File: config.mk
export PLATFORM = sky130hd
export DESIGN_NAME = adc_readout_ctrl
export DESIGN_NICKNAME = d
export VERILOG_FILES = /design/src/adc_ctrl_pkg.sv /design/src/sample_stream_if.sv /design/src/adc_readout_ctrl.sv /design/src/pin_sync.sv /design/src/sample_fifo.sv
export VERILOG_INCLUDE_DIRS = /design/src
export SDC_FILE = /design/constraint.sdc
export NUM_CORES = 1
export LEC_CHECK = 0
export ABC_CLOCK_PERIOD_IN_PS = 3350
export BUFFER_PORTS_ARGS = -buffer_cell sky130_fd_sc_hd__buf_2
export CORE_MARGIN = 10
export CORE_UTILIZATION = 35
export DETAILED_ROUTE_END_ITERATION = 10
export PLACE_DENSITY = 0.57
export SLEW_MARGIN = 30
export SYNTH_ARGS = -nofsm -noshare
export SYNTH_HDL_FRONTEND = slang
export SYNTH_HIERARCHICAL = 1
export SYNTH_SLANG_ARGS = --single-unit
File: constraint.sdc
create_clock -name ref_clk_in -period 3.35 [get_ports ref_clk_in]
set_input_delay 0.67 -clock ref_clk_in [delete_from_list [all_inputs] [get_ports ref_clk_in]]
set_output_delay 0.67 -clock ref_clk_in [all_outputs]
set_load 0.05 [all_outputs]
File: src/adc_ctrl_defines.svh
// Constants for the converter conversion and serial readout controller.
// Assumes a 50 MHz reference clock and the register layout chosen for this block.
`ifndef ADC_CTRL_DEFINES_SVH
`define ADC_CTRL_DEFINES_SVH

// ----------------------------------------------------------------------------
// Timing
// ----------------------------------------------------------------------------
`define REF_CLK_NS        20
`define OSC_START_NS      1000000
`define OSC_START_CYC     ((`OSC_START_NS + `REF_CLK_NS - 1) / `REF_CLK_NS)
`define REF_CLK_KHZ       50000
`define INT_OSC_KHZ       4920
`define INT_OSC_DIV       (`REF_CLK_KHZ / `INT_OSC_KHZ)
`define RESET_ONES        6'h28
`define SINC_ORDER_SHIFT  2

// ----------------------------------------------------------------------------
// Communications byte and register addresses
// ----------------------------------------------------------------------------
`define COMMS_WEN_BIT     7
`define COMMS_RW_BIT      6
`define COMMS_ADDR_HI     5
`define COMMS_ADDR_LO     3
`define COMMS_CREAD_BIT   2
`define CMD_CREAD_ENTER   8'h5c
`define CMD_CREAD_EXIT    8'h58
`define ADDR_STATUS       3'h0
`define ADDR_MODE         3'h1
`define ADDR_CONFIG       3'h2
`define ADDR_DATA         3'h3

// ----------------------------------------------------------------------------
// Register fields and reset values
// ----------------------------------------------------------------------------
`define MODE_SEL_HI       23
`define MODE_SEL_LO       21
`define MODE_APPEND_BIT   20
`define MODE_CLKSRC_HI    19
`define MODE_CLKSRC_LO    18
`define MODE_PARITY_BIT   13
`define MODE_FILT_HI      9
`define MODE_FILT_LO      0
`define CONF_CHEN_HI      15
`define CONF_CHEN_LO      8
`define MODE_RESET        24'h080060
`define CONF_RESET        24'h000100
`define SEL_CONT          3'h0
`define SEL_SINGLE        3'h1
`define SEL_IDLE          3'h2
`define SEL_PDOWN         3'h3
`define CSRC_INT          2'h0
`define CSRC_INT_OUT      2'h1
`define CSRC_XTAL         2'h2
`define CSRC_EXT          2'h3
`define LEN_STATUS        6'h08
`define LEN_WORD          6'h18
`define LEN_WORD_STAT     6'h20

`endif

File: src/adc_ctrl_pkg.sv
// Types shared by the converter readout controller.
// Assumes nothing of its surroundings.
`default_nettype none
package adc_ctrl_pkg;
  typedef enum logic [1:0] {SR_CMD, SR_WRITE, SR_READ} ser_state_t;
  typedef enum logic [2:0] {CV_OFF, CV_WAKE, CV_SETTLE, CV_FETCH, CV_UPDATE} conv_state_t;
endpackage : adc_ctrl_pkg
`default_nettype wire

File: src/sample_stream_if.sv
// Valid/ready stream carrying conversion samples between modules.
// Assumes producer and consumer share one clock.
`timescale 1ns/1ps
`default_nettype none
interface sample_stream_if #(parameter int W = 24);
  logic         valid;
  logic         ready;
  logic [W-1:0] data;
  modport src (output valid, output data, input ready);
  modport snk (input valid, input data, output ready);
endinterface : sample_stream_if
`default_nettype wire
File: src/adc_readout_ctrl.sv
// Conversion flow and serial readout control of a multichannel converter.
// Assumes host pins are asynchronous and samples arrive on the ref_clk_in domain.
//
// Behaviour
// - Ready goes high before every data register update.
// - Single-conversion code powers up, converts, then powers down.
// - Wait about one millisecond for oscillator start before converting after a mode write; not after reset.
// - Single mode: ready low at completion, high after data read.
// - Data register rereadable outside continuous read, same word each time.
// - Ready high at conversion start until a valid result exists.
// - Single mode converts each enabled channel once, then powers down.
// - Data register overwritten at next completion unless a data register read is under way; old result readable meanwhile.
// - Append-status shifts status after word; low four bits give channel.
// - Continuous conversion after reset; ready cleared at each completion.
// - Continuous mode cycles enabled channels, ready pulses low per result.
// - Byte 01011100 enters continuous read; results shift out without command.
// - Continuous read words read once; unread word replaced at completion.
// - Byte 01011000 while ready low leaves continuous read; input always watched.
// - Forty consecutive ones reset all logic and registers except the internal oscillator divider; also at power-up.
// - Sync low holds modulator and filter reset, configuration kept.
// - Sync reset released on next master tick after sync rises: crystal or external clock falling edge, or internal oscillator tick.
// - Sync rise starts conversion; ready falls after full settling time.
// - Parity bit makes transmitted word plus status hold even ones.
// - Master clock from internal oscillator, crystal or external clock, optionally output.
`include "adc_ctrl_defines.svh"
`timescale 1ns/1ps
`default_nettype none
module adc_readout_ctrl #(
  parameter int WAKE_CYC = `OSC_START_CYC,
  parameter int DEPTH    = 32
) (
  input  wire logic        ref_clk_in,
  input  wire logic        rst_b_in,
  input  wire logic        cs_b_in,
  input  wire logic        sclk_in,
  input  wire logic        din_in,
  input  wire logic        sync_b_in,
  input  wire logic        crystal_in_pin_in,
  input  wire logic        master_clock_io_pin_in,
  input  wire logic        sample_valid_in,
  input  wire logic [23:0] sample_data_in,
  output logic             sample_ready_out,
  output logic             dout_rdy_out,
  output logic             dout_rdy_oe_b_out,
  output logic             master_clock_io_pin_out,
  output logic             master_clock_io_pin_oe_b_out,
  output logic             filter_reset_out,
  output logic             powered_down_out,
  output logic             cont_read_out,
  output logic [3:0]       channel_out
);

  // --------------------------------------------------------------------------
  // Pin synchronisation and edges
  // --------------------------------------------------------------------------
  logic [5:0] pins_s;
  logic       cs_b_s, sclk_s, din_s, sync_b_s, xtal_s, ext_s;
  logic       sclk_d_r, xtal_d_r, ext_d_r;
  logic       sclk_rise, sclk_fall;

  pin_sync #(.W(6)) u_pin_sync (
    .ref_clk_in (ref_clk_in),
    .pin_in     ({cs_b_in, sclk_in, din_in, sync_b_in, crystal_in_pin_in, master_clock_io_pin_in}),
    .sync_out   (pins_s)
  );
  assign {cs_b_s, sclk_s, din_s, sync_b_s, xtal_s, ext_s} = pins_s;

  always_ff @(posedge ref_clk_in) begin
    sclk_d_r <= sclk_s;
    xtal_d_r <= xtal_s;
    ext_d_r  <= ext_s;
  end
  assign sclk_rise = !cs_b_s && sclk_s && !sclk_d_r;
  assign sclk_fall = !cs_b_s && !sclk_s && sclk_d_r;

  // --------------------------------------------------------------------------
  // Reset and registers
  // --------------------------------------------------------------------------
  logic        soft_rst_r;
  logic        rst_b;
  logic [23:0] mode_r, conf_r, data_r;
  logic [3:0]  data_ch_r;
  logic        rdy_b_r;
  logic [2:0]  mode_sel;
  logic [1:0]  clk_src;
  logic [7:0]  ch_en;
  logic        append_status_enable, parity_enable;
  logic        mode_wr;

  assign rst_b = rst_b_in && !soft_rst_r;

  assign mode_sel             = mode_r[`MODE_SEL_HI:`MODE_SEL_LO];
  assign clk_src              = mode_r[`MODE_CLKSRC_HI:`MODE_CLKSRC_LO];
  assign append_status_enable = mode_r[`MODE_APPEND_BIT];
  assign parity_enable        = mode_r[`MODE_PARITY_BIT];
  assign ch_en                = conf_r[`CONF_CHEN_HI:`CONF_CHEN_LO];

  // --------------------------------------------------------------------------
  // Master clock selection
  // --------------------------------------------------------------------------
  logic [3:0] osc_div_r;
  logic       osc_tick, osc_level_r, master_tick;

  always_ff @(posedge ref_clk_in) begin
    if (!rst_b_in) begin
      osc_div_r   <= 4'h0;
      osc_level_r <= 1'b0;
    end else if (osc_div_r == 4'(`INT_OSC_DIV - 1)) begin
      osc_div_r   <= 4'h0;
      osc_level_r <= !osc_level_r;
    end else begin
      osc_div_r   <= osc_div_r + 4'h1;
    end
  end
  assign osc_tick = osc_div_r == 4'(`INT_OSC_DIV - 1);

  always_comb begin
    unique case (clk_src)
      `CSRC_XTAL: master_tick = !xtal_s && xtal_d_r;
      `CSRC_EXT:  master_tick = !ext_s && ext_d_r;
      default:    master_tick = osc_tick;
    endcase
  end
  assign master_clock_io_pin_out      = osc_level_r;
  assign master_clock_io_pin_oe_b_out = clk_src != `CSRC_INT_OUT;

  // --------------------------------------------------------------------------
  // Sync hold
  // --------------------------------------------------------------------------
  logic hold_r;

  // release on master tick: crystal or external clock falling edge, or any internal oscillator tick
  always_ff @(posedge ref_clk_in) begin
    if (!rst_b) begin
      hold_r <= 1'b0;
    end else if (!sync_b_s) begin
      hold_r <= 1'b1;
    end else if (master_tick) begin
      hold_r <= 1'b0;
    end
  end
  assign filter_reset_out = hold_r;

  // --------------------------------------------------------------------------
  // Conversion sequencer
  // --------------------------------------------------------------------------
  adc_ctrl_pkg::conv_state_t cv_r;
  sample_stream_if #(.W(24)) smp_if ();
  logic [16:0] wake_cnt_r;
  logic [11:0] settle_cnt_r;
  logic [11:0] settle_len;
  logic [2:0]  ch_r;
  logic [23:0] pend_r;
  logic        single_r, rd_data_busy, cread_r, upd_pulse, rd_data_done;
  logic [3:0]  nxt;

  sample_fifo #(.W(24), .DEPTH(DEPTH)) u_fifo (
    .ref_clk_in   (ref_clk_in),
    .rst_b_in     (rst_b),
    .in_valid_in  (sample_valid_in),
    .in_data_in   (sample_data_in),
    .in_ready_out (sample_ready_out),
    .out_if       (smp_if)
  );
  assign smp_if.ready = cv_r == adc_ctrl_pkg::CV_FETCH;

  // Returns the next enabled channel after cur, bit 3 set on wrap.
  function automatic logic [3:0] next_ch(input logic [7:0] en, input logic [2:0] cur);
    logic [3:0] res;
    res = {1'b1, cur};
    for (int i = 7; i >= 1; i--) begin
      if (en[3'(int'(cur) + i)]) begin
        res = {(int'(cur) + i) > 7, 3'(int'(cur) + i)};
      end
    end
    return res;
  endfunction : next_ch

  assign nxt        = next_ch(ch_en, ch_r);
  assign settle_len = {mode_r[`MODE_FILT_HI:`MODE_FILT_LO], 2'b00} << (`SINC_ORDER_SHIFT - 2);
  assign upd_pulse  = cv_r == adc_ctrl_pkg::CV_UPDATE;

  always_ff @(posedge ref_clk_in) begin
    if (!rst_b || mode_wr) begin
      cv_r         <= adc_ctrl_pkg::CV_OFF;
      wake_cnt_r   <= '0;
      settle_cnt_r <= '0;
      ch_r         <= 3'h7;
      single_r     <= 1'b0;
      pend_r       <= '0;
    end else begin
      unique case (cv_r)
        adc_ctrl_pkg::CV_OFF: begin
          ch_r <= 3'(next_ch(ch_en, 3'h7));
          if (mode_sel == `SEL_CONT) begin
            cv_r <= adc_ctrl_pkg::CV_SETTLE;
          end
          if (single_r) begin
            single_r <= 1'b0;
            cv_r     <= adc_ctrl_pkg::CV_WAKE;
          end
        end
        adc_ctrl_pkg::CV_WAKE: begin
          wake_cnt_r <= wake_cnt_r + 17'h1;
          if (wake_cnt_r == 17'(WAKE_CYC - 1)) begin
            cv_r <= adc_ctrl_pkg::CV_SETTLE;
          end
        end
        adc_ctrl_pkg::CV_SETTLE: begin
          if (hold_r) begin
            settle_cnt_r <= '0;
          end else if (master_tick) begin
            settle_cnt_r <= settle_cnt_r + 12'h1;
            if (settle_cnt_r + 12'h1 >= settle_len) begin
              cv_r <= adc_ctrl_pkg::CV_FETCH;
            end
          end
        end
        adc_ctrl_pkg::CV_FETCH: begin
          settle_cnt_r <= '0;
          if (smp_if.valid) begin
            pend_r <= smp_if.data;
            cv_r   <= adc_ctrl_pkg::CV_UPDATE;
          end
        end
        adc_ctrl_pkg::CV_UPDATE: begin
          ch_r <= nxt[2:0];
          // single mode stops after last channel
          if (mode_sel == `SEL_SINGLE && nxt[3]) begin
            cv_r <= adc_ctrl_pkg::CV_OFF;
          end else begin
            cv_r <= adc_ctrl_pkg::CV_SETTLE;
          end
        end
        default: cv_r <= adc_ctrl_pkg::CV_OFF;
      endcase
    end
    if (rst_b && mode_wr) begin
      single_r <= 1'b1;
    end
  end

  always_ff @(posedge ref_clk_in) begin
    if (!rst_b) begin
      data_r    <= '0;
      data_ch_r <= '0;
    end else if (upd_pulse && (cread_r || !rd_data_busy)) begin
      data_r    <= pend_r;
      data_ch_r <= {1'b0, ch_r};
    end
  end

  always_ff @(posedge ref_clk_in) begin
    if (!rst_b) begin
      rdy_b_r <= 1'b1;
    end else if (cv_r == adc_ctrl_pkg::CV_FETCH || mode_wr) begin
      rdy_b_r <= 1'b1;
    end else if (upd_pulse && (cread_r || !rd_data_busy)) begin
      rdy_b_r <= 1'b0;
    end else if (rd_data_done) begin
      rdy_b_r <= 1'b1;
    end
  end

  // --------------------------------------------------------------------------
  // Serial interface
  // --------------------------------------------------------------------------
  adc_ctrl_pkg::ser_state_t sr_r;
  logic [7:0]  in_sh_r;
  logic [3:0]  cmd_cnt_r;
  logic [5:0]  ones_r, bit_cnt_r, len_r;
  logic [31:0] out_sh_r;
  logic [23:0] wr_sh_r;
  logic [2:0]  addr_r;
  logic [7:0]  status;
  logic [7:0]  cmd;
  logic        cmd_done, par, par_cr;
  logic        logic_unused;

  // even parity over word and status
  assign par    = parity_enable && append_status_enable && ^{data_r, rdy_b_r, data_ch_r};
  assign par_cr = parity_enable && append_status_enable && ^{pend_r, ch_r};
  assign status = {rdy_b_r, 2'b00, par, data_ch_r};
  assign cmd          = {in_sh_r[6:0], din_s};
  assign cmd_done     = sclk_rise && cmd_cnt_r == 4'h7 && (sr_r == adc_ctrl_pkg::SR_CMD || cread_r);
  assign rd_data_done = sr_r == adc_ctrl_pkg::SR_READ && sclk_fall && bit_cnt_r + 6'h1 == len_r
                        && addr_r == `ADDR_DATA;
  assign rd_data_busy = sr_r == adc_ctrl_pkg::SR_READ && addr_r == `ADDR_DATA;
  assign mode_wr      = sr_r == adc_ctrl_pkg::SR_WRITE && sclk_rise && bit_cnt_r + 6'h1 == len_r
                        && addr_r == `ADDR_MODE;
  assign logic_unused = ^in_sh_r[7];

  always_ff @(posedge ref_clk_in) begin
    if (!rst_b_in || soft_rst_r) begin
      ones_r     <= '0;
      soft_rst_r <= 1'b0;
    end else if (sclk_rise) begin
      ones_r     <= din_s ? ones_r + 6'h1 : 6'h0;
      soft_rst_r <= din_s && ones_r + 6'h1 == `RESET_ONES;
    end
  end

  always_ff @(posedge ref_clk_in) begin
    if (!rst_b || cs_b_s) begin
      in_sh_r   <= '0;
      cmd_cnt_r <= '0;
    end else if (sclk_rise) begin
      in_sh_r   <= cmd;
      cmd_cnt_r <= (cmd_cnt_r == 4'h7 || (sr_r != adc_ctrl_pkg::SR_CMD && !cread_r)) ? 4'h0 : cmd_cnt_r + 4'h1;
    end
  end

  always_ff @(posedge ref_clk_in) begin
    if (!rst_b) begin
      cread_r <= 1'b0;
    end else if (cmd_done && cmd == `CMD_CREAD_ENTER) begin
      cread_r <= 1'b1;
    end else if (cmd_done && cmd == `CMD_CREAD_EXIT && cread_r && !rdy_b_r) begin
      cread_r <= 1'b0;
    end
  end

  always_ff @(posedge ref_clk_in) begin
    if (!rst_b || (cs_b_s && !cread_r)) begin
      sr_r      <= adc_ctrl_pkg::SR_CMD;
      bit_cnt_r <= '0;
      len_r     <= `LEN_STATUS;
      addr_r    <= `ADDR_STATUS;
      out_sh_r  <= '0;
      wr_sh_r   <= '0;
    end else if (cread_r && upd_pulse) begin
      sr_r      <= adc_ctrl_pkg::SR_READ;
      bit_cnt_r <= '0;
      addr_r    <= `ADDR_DATA;
      len_r     <= append_status_enable ? `LEN_WORD_STAT : `LEN_WORD;
      out_sh_r  <= {pend_r, 1'b0, 2'b00, par_cr, 1'b0, ch_r};
    end else begin
      unique case (sr_r)
        adc_ctrl_pkg::SR_CMD: begin
          bit_cnt_r <= '0;
          if (cmd_done && !cmd[`COMMS_WEN_BIT] && !cread_r) begin
            addr_r <= cmd[`COMMS_ADDR_HI:`COMMS_ADDR_LO];
            unique case (cmd[`COMMS_ADDR_HI:`COMMS_ADDR_LO])
              `ADDR_STATUS: begin
                len_r    <= `LEN_STATUS;
                out_sh_r <= {status, 24'h000000};
              end
              `ADDR_MODE: begin
                len_r    <= `LEN_WORD;
                out_sh_r <= {mode_r, 8'h00};
              end
              `ADDR_CONFIG: begin
                len_r    <= `LEN_WORD;
                out_sh_r <= {conf_r, 8'h00};
              end
              default: begin
                len_r    <= append_status_enable ? `LEN_WORD_STAT : `LEN_WORD;
                out_sh_r <= {data_r, status};
              end
            endcase
            if (cmd[`COMMS_RW_BIT] && !cmd[`COMMS_CREAD_BIT]) begin
              sr_r <= adc_ctrl_pkg::SR_READ;
            end else if (!cmd[`COMMS_RW_BIT] && cmd[`COMMS_ADDR_HI:`COMMS_ADDR_LO] != `ADDR_STATUS
                         && cmd[`COMMS_ADDR_HI:`COMMS_ADDR_LO] != `ADDR_DATA) begin
              sr_r <= adc_ctrl_pkg::SR_WRITE;
            end
          end
        end
        adc_ctrl_pkg::SR_WRITE: begin
          if (sclk_rise) begin
            wr_sh_r   <= {wr_sh_r[22:0], din_s};
            bit_cnt_r <= bit_cnt_r + 6'h1;
            if (bit_cnt_r + 6'h1 == len_r) begin
              sr_r <= adc_ctrl_pkg::SR_CMD;
            end
          end
        end
        adc_ctrl_pkg::SR_READ: begin
          if (sclk_fall) begin
            out_sh_r  <= {out_sh_r[30:0], 1'b0};
            bit_cnt_r <= bit_cnt_r + 6'h1;
            if (bit_cnt_r + 6'h1 == len_r) begin
              sr_r <= adc_ctrl_pkg::SR_CMD;
            end
          end
        end
        default: sr_r <= adc_ctrl_pkg::SR_CMD;
      endcase
    end
  end

  // Configuration writes land at the end of the word.
  always_ff @(posedge ref_clk_in) begin
    if (!rst_b) begin
      mode_r <= `MODE_RESET;
      conf_r <= `CONF_RESET;
    end else if (sr_r == adc_ctrl_pkg::SR_WRITE && sclk_rise && bit_cnt_r + 6'h1 == len_r) begin
      if (addr_r == `ADDR_MODE) begin
        mode_r <= {wr_sh_r[22:0], din_s};
      end else begin
        conf_r <= {wr_sh_r[22:0], din_s};
      end
    end
  end

  // --------------------------------------------------------------------------
  // Pin outputs
  // --------------------------------------------------------------------------
  // pin shifts data out during a register read and follows the ready flag otherwise; driven while selected
  assign dout_rdy_out      = (sr_r == adc_ctrl_pkg::SR_READ) ? out_sh_r[31] : rdy_b_r;
  assign dout_rdy_oe_b_out = cs_b_s;
  assign powered_down_out  = cv_r == adc_ctrl_pkg::CV_OFF;
  assign cont_read_out     = cread_r;
  assign channel_out       = {1'b0, ch_r};

endmodule : adc_readout_ctrl
`default_nettype wire

File: src/pin_sync.sv
// Two flip-flop synchroniser for a group of pin inputs.
// Assumes the inputs are asynchronous to ref_clk_in.
`timescale 1ns/1ps
`default_nettype none
module pin_sync #(
  parameter int W = 1
) (
  input  wire logic         ref_clk_in,
  input  wire logic [W-1:0] pin_in,
  output var  logic [W-1:0] sync_out
);
  logic [W-1:0] meta_r;

  always_ff @(posedge ref_clk_in) begin
    meta_r   <= pin_in;
    sync_out <= meta_r;
  end
endmodule : pin_sync
`default_nettype wire

File: src/sample_fifo.sv
// Sample FIFO with valid/ready on both sides.
// Assumes a single clock and a synchronous active-low reset.
`timescale 1ns/1ps
`default_nettype none
module sample_fifo #(
  parameter int W     = 24,
  parameter int DEPTH = 32
) (
  input  wire logic         ref_clk_in,
  input  wire logic         rst_b_in,
  input  wire logic         in_valid_in,
  input  wire logic [W-1:0] in_data_in,
  output logic              in_ready_out,
  sample_stream_if.src      out_if
);
  localparam int AW = $clog2(DEPTH);
  logic [W-1:0] mem [DEPTH];
  logic [AW:0]  wr_ptr_r;
  logic [AW:0]  rd_ptr_r;
  logic         push;
  logic         pop;

  assign in_ready_out = (wr_ptr_r - rd_ptr_r) != (AW+1)'(DEPTH);
  assign out_if.valid = wr_ptr_r != rd_ptr_r;
  assign out_if.data  = mem[rd_ptr_r[AW-1:0]];
  assign push         = in_valid_in && in_ready_out;
  assign pop          = out_if.valid && out_if.ready;

  always_ff @(posedge ref_clk_in) begin
    if (push) begin
      mem[wr_ptr_r[AW-1:0]] <= in_data_in;
    end
  end

  always_ff @(posedge ref_clk_in) begin
    if (!rst_b_in) begin
      wr_ptr_r <= '0;
      rd_ptr_r <= '0;
    end else begin
      wr_ptr_r <= wr_ptr_r + (AW+1)'(push);
      rd_ptr_r <= rd_ptr_r + (AW+1)'(pop);
    end
  end
endmodule : sample_fifo
`default_nettype wire

=== Word-level counts from Yosys, hierarchy flattened ===
Memories as Yosys holds them, arrays and structs flattened. A register that Yosys moved wholly into a read port is not among the register bits.
Cells that the tools add are included.

* Flip-flop bits (word level): 236
* Input bits: 33
* Memories kept: 1
* RAM bits: 768

* Bitwise logic cells: 4
* Reduce and logical (&&, ||, !) cells: 96
* Order comparisons: 15
* Mux-type cells: 83
* Add/subtract/negate cells: 16
* Equal/unequal tests: 41

{| class="wikitable"
|+ Memory list
! memory !! words !! width !! rd ports !! clocked after memory_dff !! wr ports !! line !! source
|-
| u_fifo.mem || 32 || 24 || 1 || 1 || 1 || sample_fifo.sv:17 || <nowiki>logic [W-1:0] mem [DEPTH];</nowiki>
|}

{| class="wikitable"
|+ Operators by type and width
! cell !! number
|-
| greater-than comparator 32 x 4 -> 1 bit, second input constant || 7
|-
| two-way mux 32 bit || 3
|-
| one-hot mux 32 bit (3 select lines) || 1
|-
| one-hot mux 32 bit (2 select lines) || 1
|-
| two-way mux 6 bit || 7
|-
| logical AND 1 bit || 37
|-
| < comparator 3 x 5 -> 1 bit, second input constant || 7
|-
| two-way mux 3 bit || 11
|-
| two-way mux 4 bit || 8
|-
| parity 29 bit || 1
|-
| parity 27 bit || 1
|-
| two-way mux 1 bit || 25
|-
| two-way mux 12 bit || 2
|-
| one-hot mux 12 bit (2 select lines) || 1
|-
| two-way mux 2 bit || 11
|-
| binary-select mux 1 bit (select 3 bit) || 7
|-
| one-hot mux 6 bit (3 select lines) || 1
|-
| nonzero test 2 bit || 9
|-
| adder 17 x 1 -> 17 bit, second input constant || 1
|-
| == test 17 x 16 -> 1 bit, second input constant || 1
|-
| adder 3 x 3 -> 4 bit, second input constant || 4
|-
| == test 8 x 7 -> 1 bit, second input constant || 2
|-
| zero test 1 bit || 15
|-
| one-hot mux 3 bit (5 select lines) || 1
|-
| 40 further kinds || 91
|}

=== Logic depth before layout (Yosys ltp) ===
* Word-level depth: 14
* Depth in mapped cells: 15
* Gate-level depth less buffers: 12

=== Modules after synthesis ===
The synthesis kept the hierarchy.

{| class="wikitable"
|+ Modules (own cells, without submodules)
! module !! area each (sq um) !! instances !! cells an instance !! seq. area each (sq um)
|-
| sample_fifo || 30,366.6 || 1 || 1,569 || 23,302.3
|-
| adc_readout_ctrl || 12,180.4 || 1 || 1,435 || 4,664.5
|-
| pin_sync || 240.2 || 1 || 12 || 240.2
|}

=== Worst setup path before layout ===
OpenSTA, ideal clock, no wires.

* Path type: reg-to-reg
* From: register ch_r[0]
* To: register cv_r[1]
* Arrival time: 3.575 ns
* Buffers on the path: 3
* Library setup time: 0.133 ns
* Slack: -0.358 ns
* Stages on the path, launching flop included: 12
* Cells stage by stage: dfxtp_1 > buf_2 > buf_2 > clkinv_1 > ha_1 > buf_2 > mux4_2 > mux2i_1 > a21o_1 > a41oi_1 > a2111oi_0 > nor4_1

* Longest elaborated chain between the ends: 14

{| class="wikitable"
|+ Ends and longest elaborated chain
! element !! line !! source
|-
| start: declaration || adc_readout_ctrl.sv:152 || <nowiki>logic [2:0] ch_r;</nowiki>
|-
| start signal: assignment || adc_readout_ctrl.sv:194 || <nowiki>ch_r <= 3'(next_ch(ch_en, 3'h7));</nowiki>
|-
| start signal: assignment || adc_readout_ctrl.sv:227 || <nowiki>ch_r <= nxt[2:0];</nowiki>
|-
| branches (longest 10 deep; another with greater-than comparator 32 x 4 -> 1 bit) || -- ||
|-
| two-way mux 4 bit * || adc_readout_ctrl.sv:172 || <nowiki>if (en[3'(int'(cur) + i)]) begin</nowiki>
|-
| logical AND 1 bit * || adc_readout_ctrl.sv:229 || <nowiki>if (mode_sel == `SEL_SINGLE && nxt[3]) begin</nowiki>
|-
| two-way mux 2 bit * || adc_readout_ctrl.sv:229 ||
|-
| one-hot mux 3 bit (5 select lines) * || adc_readout_ctrl.sv:192 || <nowiki>unique case (cv_r)</nowiki>
|-
| end signal: assignment || adc_readout_ctrl.sv:196 || <nowiki>cv_r <= adc_ctrl_pkg::CV_SETTLE;</nowiki>
|-
| end signal: assignment || adc_readout_ctrl.sv:230 || <nowiki>cv_r <= adc_ctrl_pkg::CV_OFF;</nowiki>
|-
| end signal: assignment || adc_readout_ctrl.sv:232 || <nowiki>cv_r <= adc_ctrl_pkg::CV_SETTLE;</nowiki>
|-
| end: declaration || adc_readout_ctrl.sv:147 || <nowiki>adc_ctrl_pkg::conv_state_t cv_r;</nowiki>
|}

Mark *: on every way between the ends. The select of a mux whose other input is x is not followed.
A chain may end at the register's enable or synchronous reset.

=== Worst setup path in the final report ===
* From: register u_fifo.rd_ptr_r[4]
* To: output sample_ready_out

* Longest elaborated chain between the ends: 2

{| class="wikitable"
|+ Ends and longest elaborated chain
! element !! line !! source
|-
| start: declaration || sample_fifo.sv:19 || <nowiki>logic [AW:0] rd_ptr_r;</nowiki>
|-
| start signal: assignment || sample_fifo.sv:41 || <nowiki>rd_ptr_r <= rd_ptr_r + (AW+1)'(pop);</nowiki>
|-
| subtractor 6 bit || sample_fifo.sv:23 || <nowiki>assign in_ready_out = (wr_ptr_r - rd_ptr_r) != (AW+1)'(DEPTH);</nowiki>
|-
| inequality test 6 bit || sample_fifo.sv:23 ||
|-
| end: declaration || adc_readout_ctrl.sv:42 || <nowiki>output logic sample_ready_out,</nowiki>
|}

No other way between the ends.

==> metrics.md <==
| Metric | Value |
|---|---|
| Reg2Reg Depth | 13 |
| Via density | 5.19 |
| Sequential cell area | 28200 sq um |
| Worst Path Arrival | 2.56 ns |
| Residual DRC | 0 |
| # rows | 128 |
| Die ar. | 137000 sq um |
| Cell Pwr Density | 569 nW/um^2 |
| Routed vias | 25000 |
| Die W | 370 um |
| Relative slew slack | 37.9% |
| Layout Utilization | 40.5% |
| Syn Std Cell Area | 42800 sq um |
| ANT nets after route | 0 |
| Min-delay src | cs_b_in |
| First-pass GRT wire length | 158000 um |
| Wire per inst | 21.5 um |
| Layout cells sized above 1 | 16.2% |
| Vias in the first global route | 24700 |
| Placed cell area | 45600 sq um |
| Sink Count | 1025 |
| Initial Util | 35.2% |
| Outcome | finished, final reports clean |
| Footprint of the multi-input gates | 13800 sq um |
| Fin Setup TNS | 0 ns |
| CTS tree | yes |
| Seq cells post-synth | 1025 |
| Worst skew pair latency | 0.71 ns |
| Total global-route track usage | 14.9% |
| Predominant post-synthesis flop cell | edfxtp_1 |
| Worst setup path category | flip-flop to output port |
| Yosys warnings | 6 |
| Maximum capacitance violations | 0 |
| Reg2Reg Setup Slack | 0.15 ns |
| Switching Fraction | 23.6% |
| CP startpoint kind | flip-flop |
| CP bufs+invs | 4 |
| Detailed Routing Iterations Pass 1 | 6 |
| Worst Setup End Kind | output port |
| CTS root buf | clkbuf_16 |
| Clock Skews | 0.0505 ns |
| H-Tree Level Count | 3 |
| Initial antenna violation count | 3 |
| Crit-path cells | inv_2, ha_4, and3_4, o21ai_1, and3_1, nor4_4, buf_12, inv_2, buf_6 |
| Placed wire-length estimate | 65000 um |
| Yosys cell types | 70 |
| P_int | 21.4 mW |
| RePlAce Congestion | 0.818 |
| # nets final | 3183 |
| Logic pwr share | 8.9% |
| DP Worst Slack | -0.0113 ns |
| Final WS setup | 0.116 ns |
| Total CTS buffers | 102 |
| Mapped Nets | 3090 |
| Final Hold Vio Count | 0 |
| Detailed Route WL | 104000 um |
| Hold Path End | u_pin_sync/meta_r[5] |
| Clock Power Share | 41.5% |
| Layout Cells excl Fill | 4822 |
| Number of synthesized flops with an enable pin | 768 |
| Minimum clock period after layout | 3.23 ns |
| Remaining Overflow, GRT | 0 |
| Achievable Freq | 309 MHz |
| Leak Pwr | 16.1 nW |
| Seq pwr share | 49.7% |
| Hold Path Depth | 1 |
| RSZ-0062 raised after global routing | true |
| Fraction of registers with async set/reset | 0% |
| Port bufs | 43 |
| Filler instances | 11100 |
| Syn avg cell area | 14.2 sq um |
| Delay-heaviest family, CP | simple AND/OR/NAND/NOR gates |
| Core area | 122000 sq um |
| Fin area | 49200 sq um |
| Final Setup Violations | 0 |
| Pwr Total | 28.0 mW |
| Slowest cell on crit path | dfxtp_4 |
| Hold Slack | 0.0701 ns |
| R2r endpoint | pend_r[15] |
| Synth Instances | 3016 |
| Cell mode on critical path | inv_2 |
| Max VDD drop | 0.435 mV |
| Hold_buf cts | 0 |
| # diodes | 0 |
| Clock buffer depth | 3 |
| RR Startpoint | settle_cnt_r[8] |
| Sw Pwr | 6.61 mW |
| Critical Path RT | 2.68 ns |
| Post-Place Cells | 4621 |
| Area growth from synthesis to layout | 15.1% |
| I/O pin count | 45 |
| Hold Path Class | input pin to flip-flop |
| CTS clock-pin slew for the worst setup and hold paths | 0.06 ns |
| CP max FO | 5 |
| 1st-iter DRT viols | 2159 |
| Chip Height | 370 um |
| Slew @ Worst Pin | 0.932 ns |
| Crit share post-route | 96.5% |
| Final Max Tran Viols | 0 |
| Crit path largest cell delay | 0.39 ns |
| Seq/Total Area, Yosys | 65.9% |
| Largest net degree at the start of global routing | 111 |
==> cell families (layout without fill, tap and decap cells) <==
logic type                 after synthesis  after routing  synth area share [%]
other                                    1              1               0.00876
buffers and inverters                  218            399                  2.38
and+or+nand+nor                        764            764                  8.48
adders and majority gates               41             41                  1.20
AOI/OAI and AO/OA                      452            452                  6.83
xor gates and xnor gates                95             95                  2.11
DFF                                   1025           1025                  65.9
muxes                                  420            420                  13.1
==> flip-flops by register name, summed over array words and instances (netlist names), 4 cells and up <==
name / count
data_r: 24
u_fifo/wr_ptr_r: 6
conf_r: 24
u_pin_sync/sync_out: 6
settle_cnt_r: 12
wake_cnt_r: 17
ones_r: 6
u_fifo/mem: 768
u_pin_sync/meta_r: 6
osc_div_r: 4
pend_r: 24
mode_r: 24
bit_cnt_r: 6
wr_sh_r: 23
u_fifo/rd_ptr_r: 6
cmd_cnt_r: 4
in_sh_r: 7
out_sh_r: 32
==> cells in the final DEF, fill, tap and decap left out, drive strengths merged, types with 12 or more instances in the layout <==
cell     synthesis  final
nor3            20     20
clkbuf          97    127
a211oi          25     25
mux4           111    111
a21o            15     15
a21oi          160    160
and3            14     14
inv             33     37
nor2b           59     59
buf             85    169
xor2            25     25
nand3           89     89
clkinv           3     49
ha              41     41
a22oi          125    125
nand2          256    256
dfxtp          257    257
and2            19     19
nand4           33     33
o21ai           51     51
mux2i          306    306
xnor2           65     65
a2bb2oi         23     23
edfxtp         768    768
nor3b           12     12
nor2           197    197
==> power by group through the flow <==
stage | Clock (mW) | Combinational (mW) | Sequential [mW]
floorplan | 0 | 1.50 | 14.2
global placement | 0 | 2.42 | 14.2
detailed placement | 0 | 2.42 | 14.2
CTS | 11.9 | 2.49 | 13.9
global route | 12.5 | 2.67 | 13.9
finish | 11.6 | 2.49 | 13.9
==> cells in the mapped netlist (4+ instances only) <==
master	n	area (sq um)
edfxtp_1	768	23100
mux2i_1	306	3060
dfxtp_1	257	5140
nand2_1	256	961
nor2_1	197	739
a21oi_1	160	801
a22oi_1	125	938
mux4_2	111	2500
clkbuf_1	97	364
nand3_1	89	445
xnor2_1	65	569
nor2b_1	59	369
o21ai_0	48	240
buf_2	46	230
ha_1	41	513
nand4_1	33	206
inv_1	31	116
a211oi_1	25	188
xor2_1	25	219
a2bb2oi_1	23	201
and2_1	19	119
nor3_1	18	90.1
a21o_1	15	113
and3_1	14	87.6
buf_4	14	105
buf_1	13	48.8
buf_6	12	135
nor3b_1	12	90.1
nand2b_1	11	68.8
or3_1	11	68.8
o211ai_1	10	75.1
nand3b_1	9	67.6
a31oi_1	6	37.5
nor4_1	6	37.5
nor4b_1	6	52.6
o21a_1	5	37.5
xnor3_1	5	113
nand4b_1	4	35.0
==> metal layers <==
layer	up-vias	GRT usage, %	wire (um)
li1	11600	-	-
met1	12700	21.3	47700
met2	614	23.0	47400
met3	138	3.05	6120
met4	4	3.83	2540
met5	-	0	27
==> worst max-delay path by stage <==
stage | start | to | slack [ns] | depth (start not counted)
CTS | u_fifo/rd_ptr_r[4] | sample_ready_out | 0.03 | 9
detailed placement | settle_cnt_r[7] | pend_r[21] | -0.01 | 12
global route | settle_cnt_r[8] | pend_r[1] | -0.008 | 12
finish | u_fifo/rd_ptr_r[4] | sample_ready_out | 0.12 | 9
global placement | settle_cnt_r[7] | pend_r[1] | 0.10 | 12
floorplan | ch_r[0] | cv_r[1] | -0.04 | 11
==> cell type report <==
class                   count  share of cell area [%]
well taps                1625                    4.13
clock buffers             127                    5.56
repair buffers            171                    3.21
flip-flops and latches   1025                    57.3
multi-input cells        1773                    28.1
clock inverters            65                    1.39
inverters                  36                   0.274
==> what timing repair did <==
action	CTS	global route
cloned	2	0
setup endpoints to repair	15	25
hold endpoints to repair	0	0
pin swaps	3	1
setup buffers	6	1
resized for setup	17	10
Note: power is estimated with default switching activity, not from simulation.
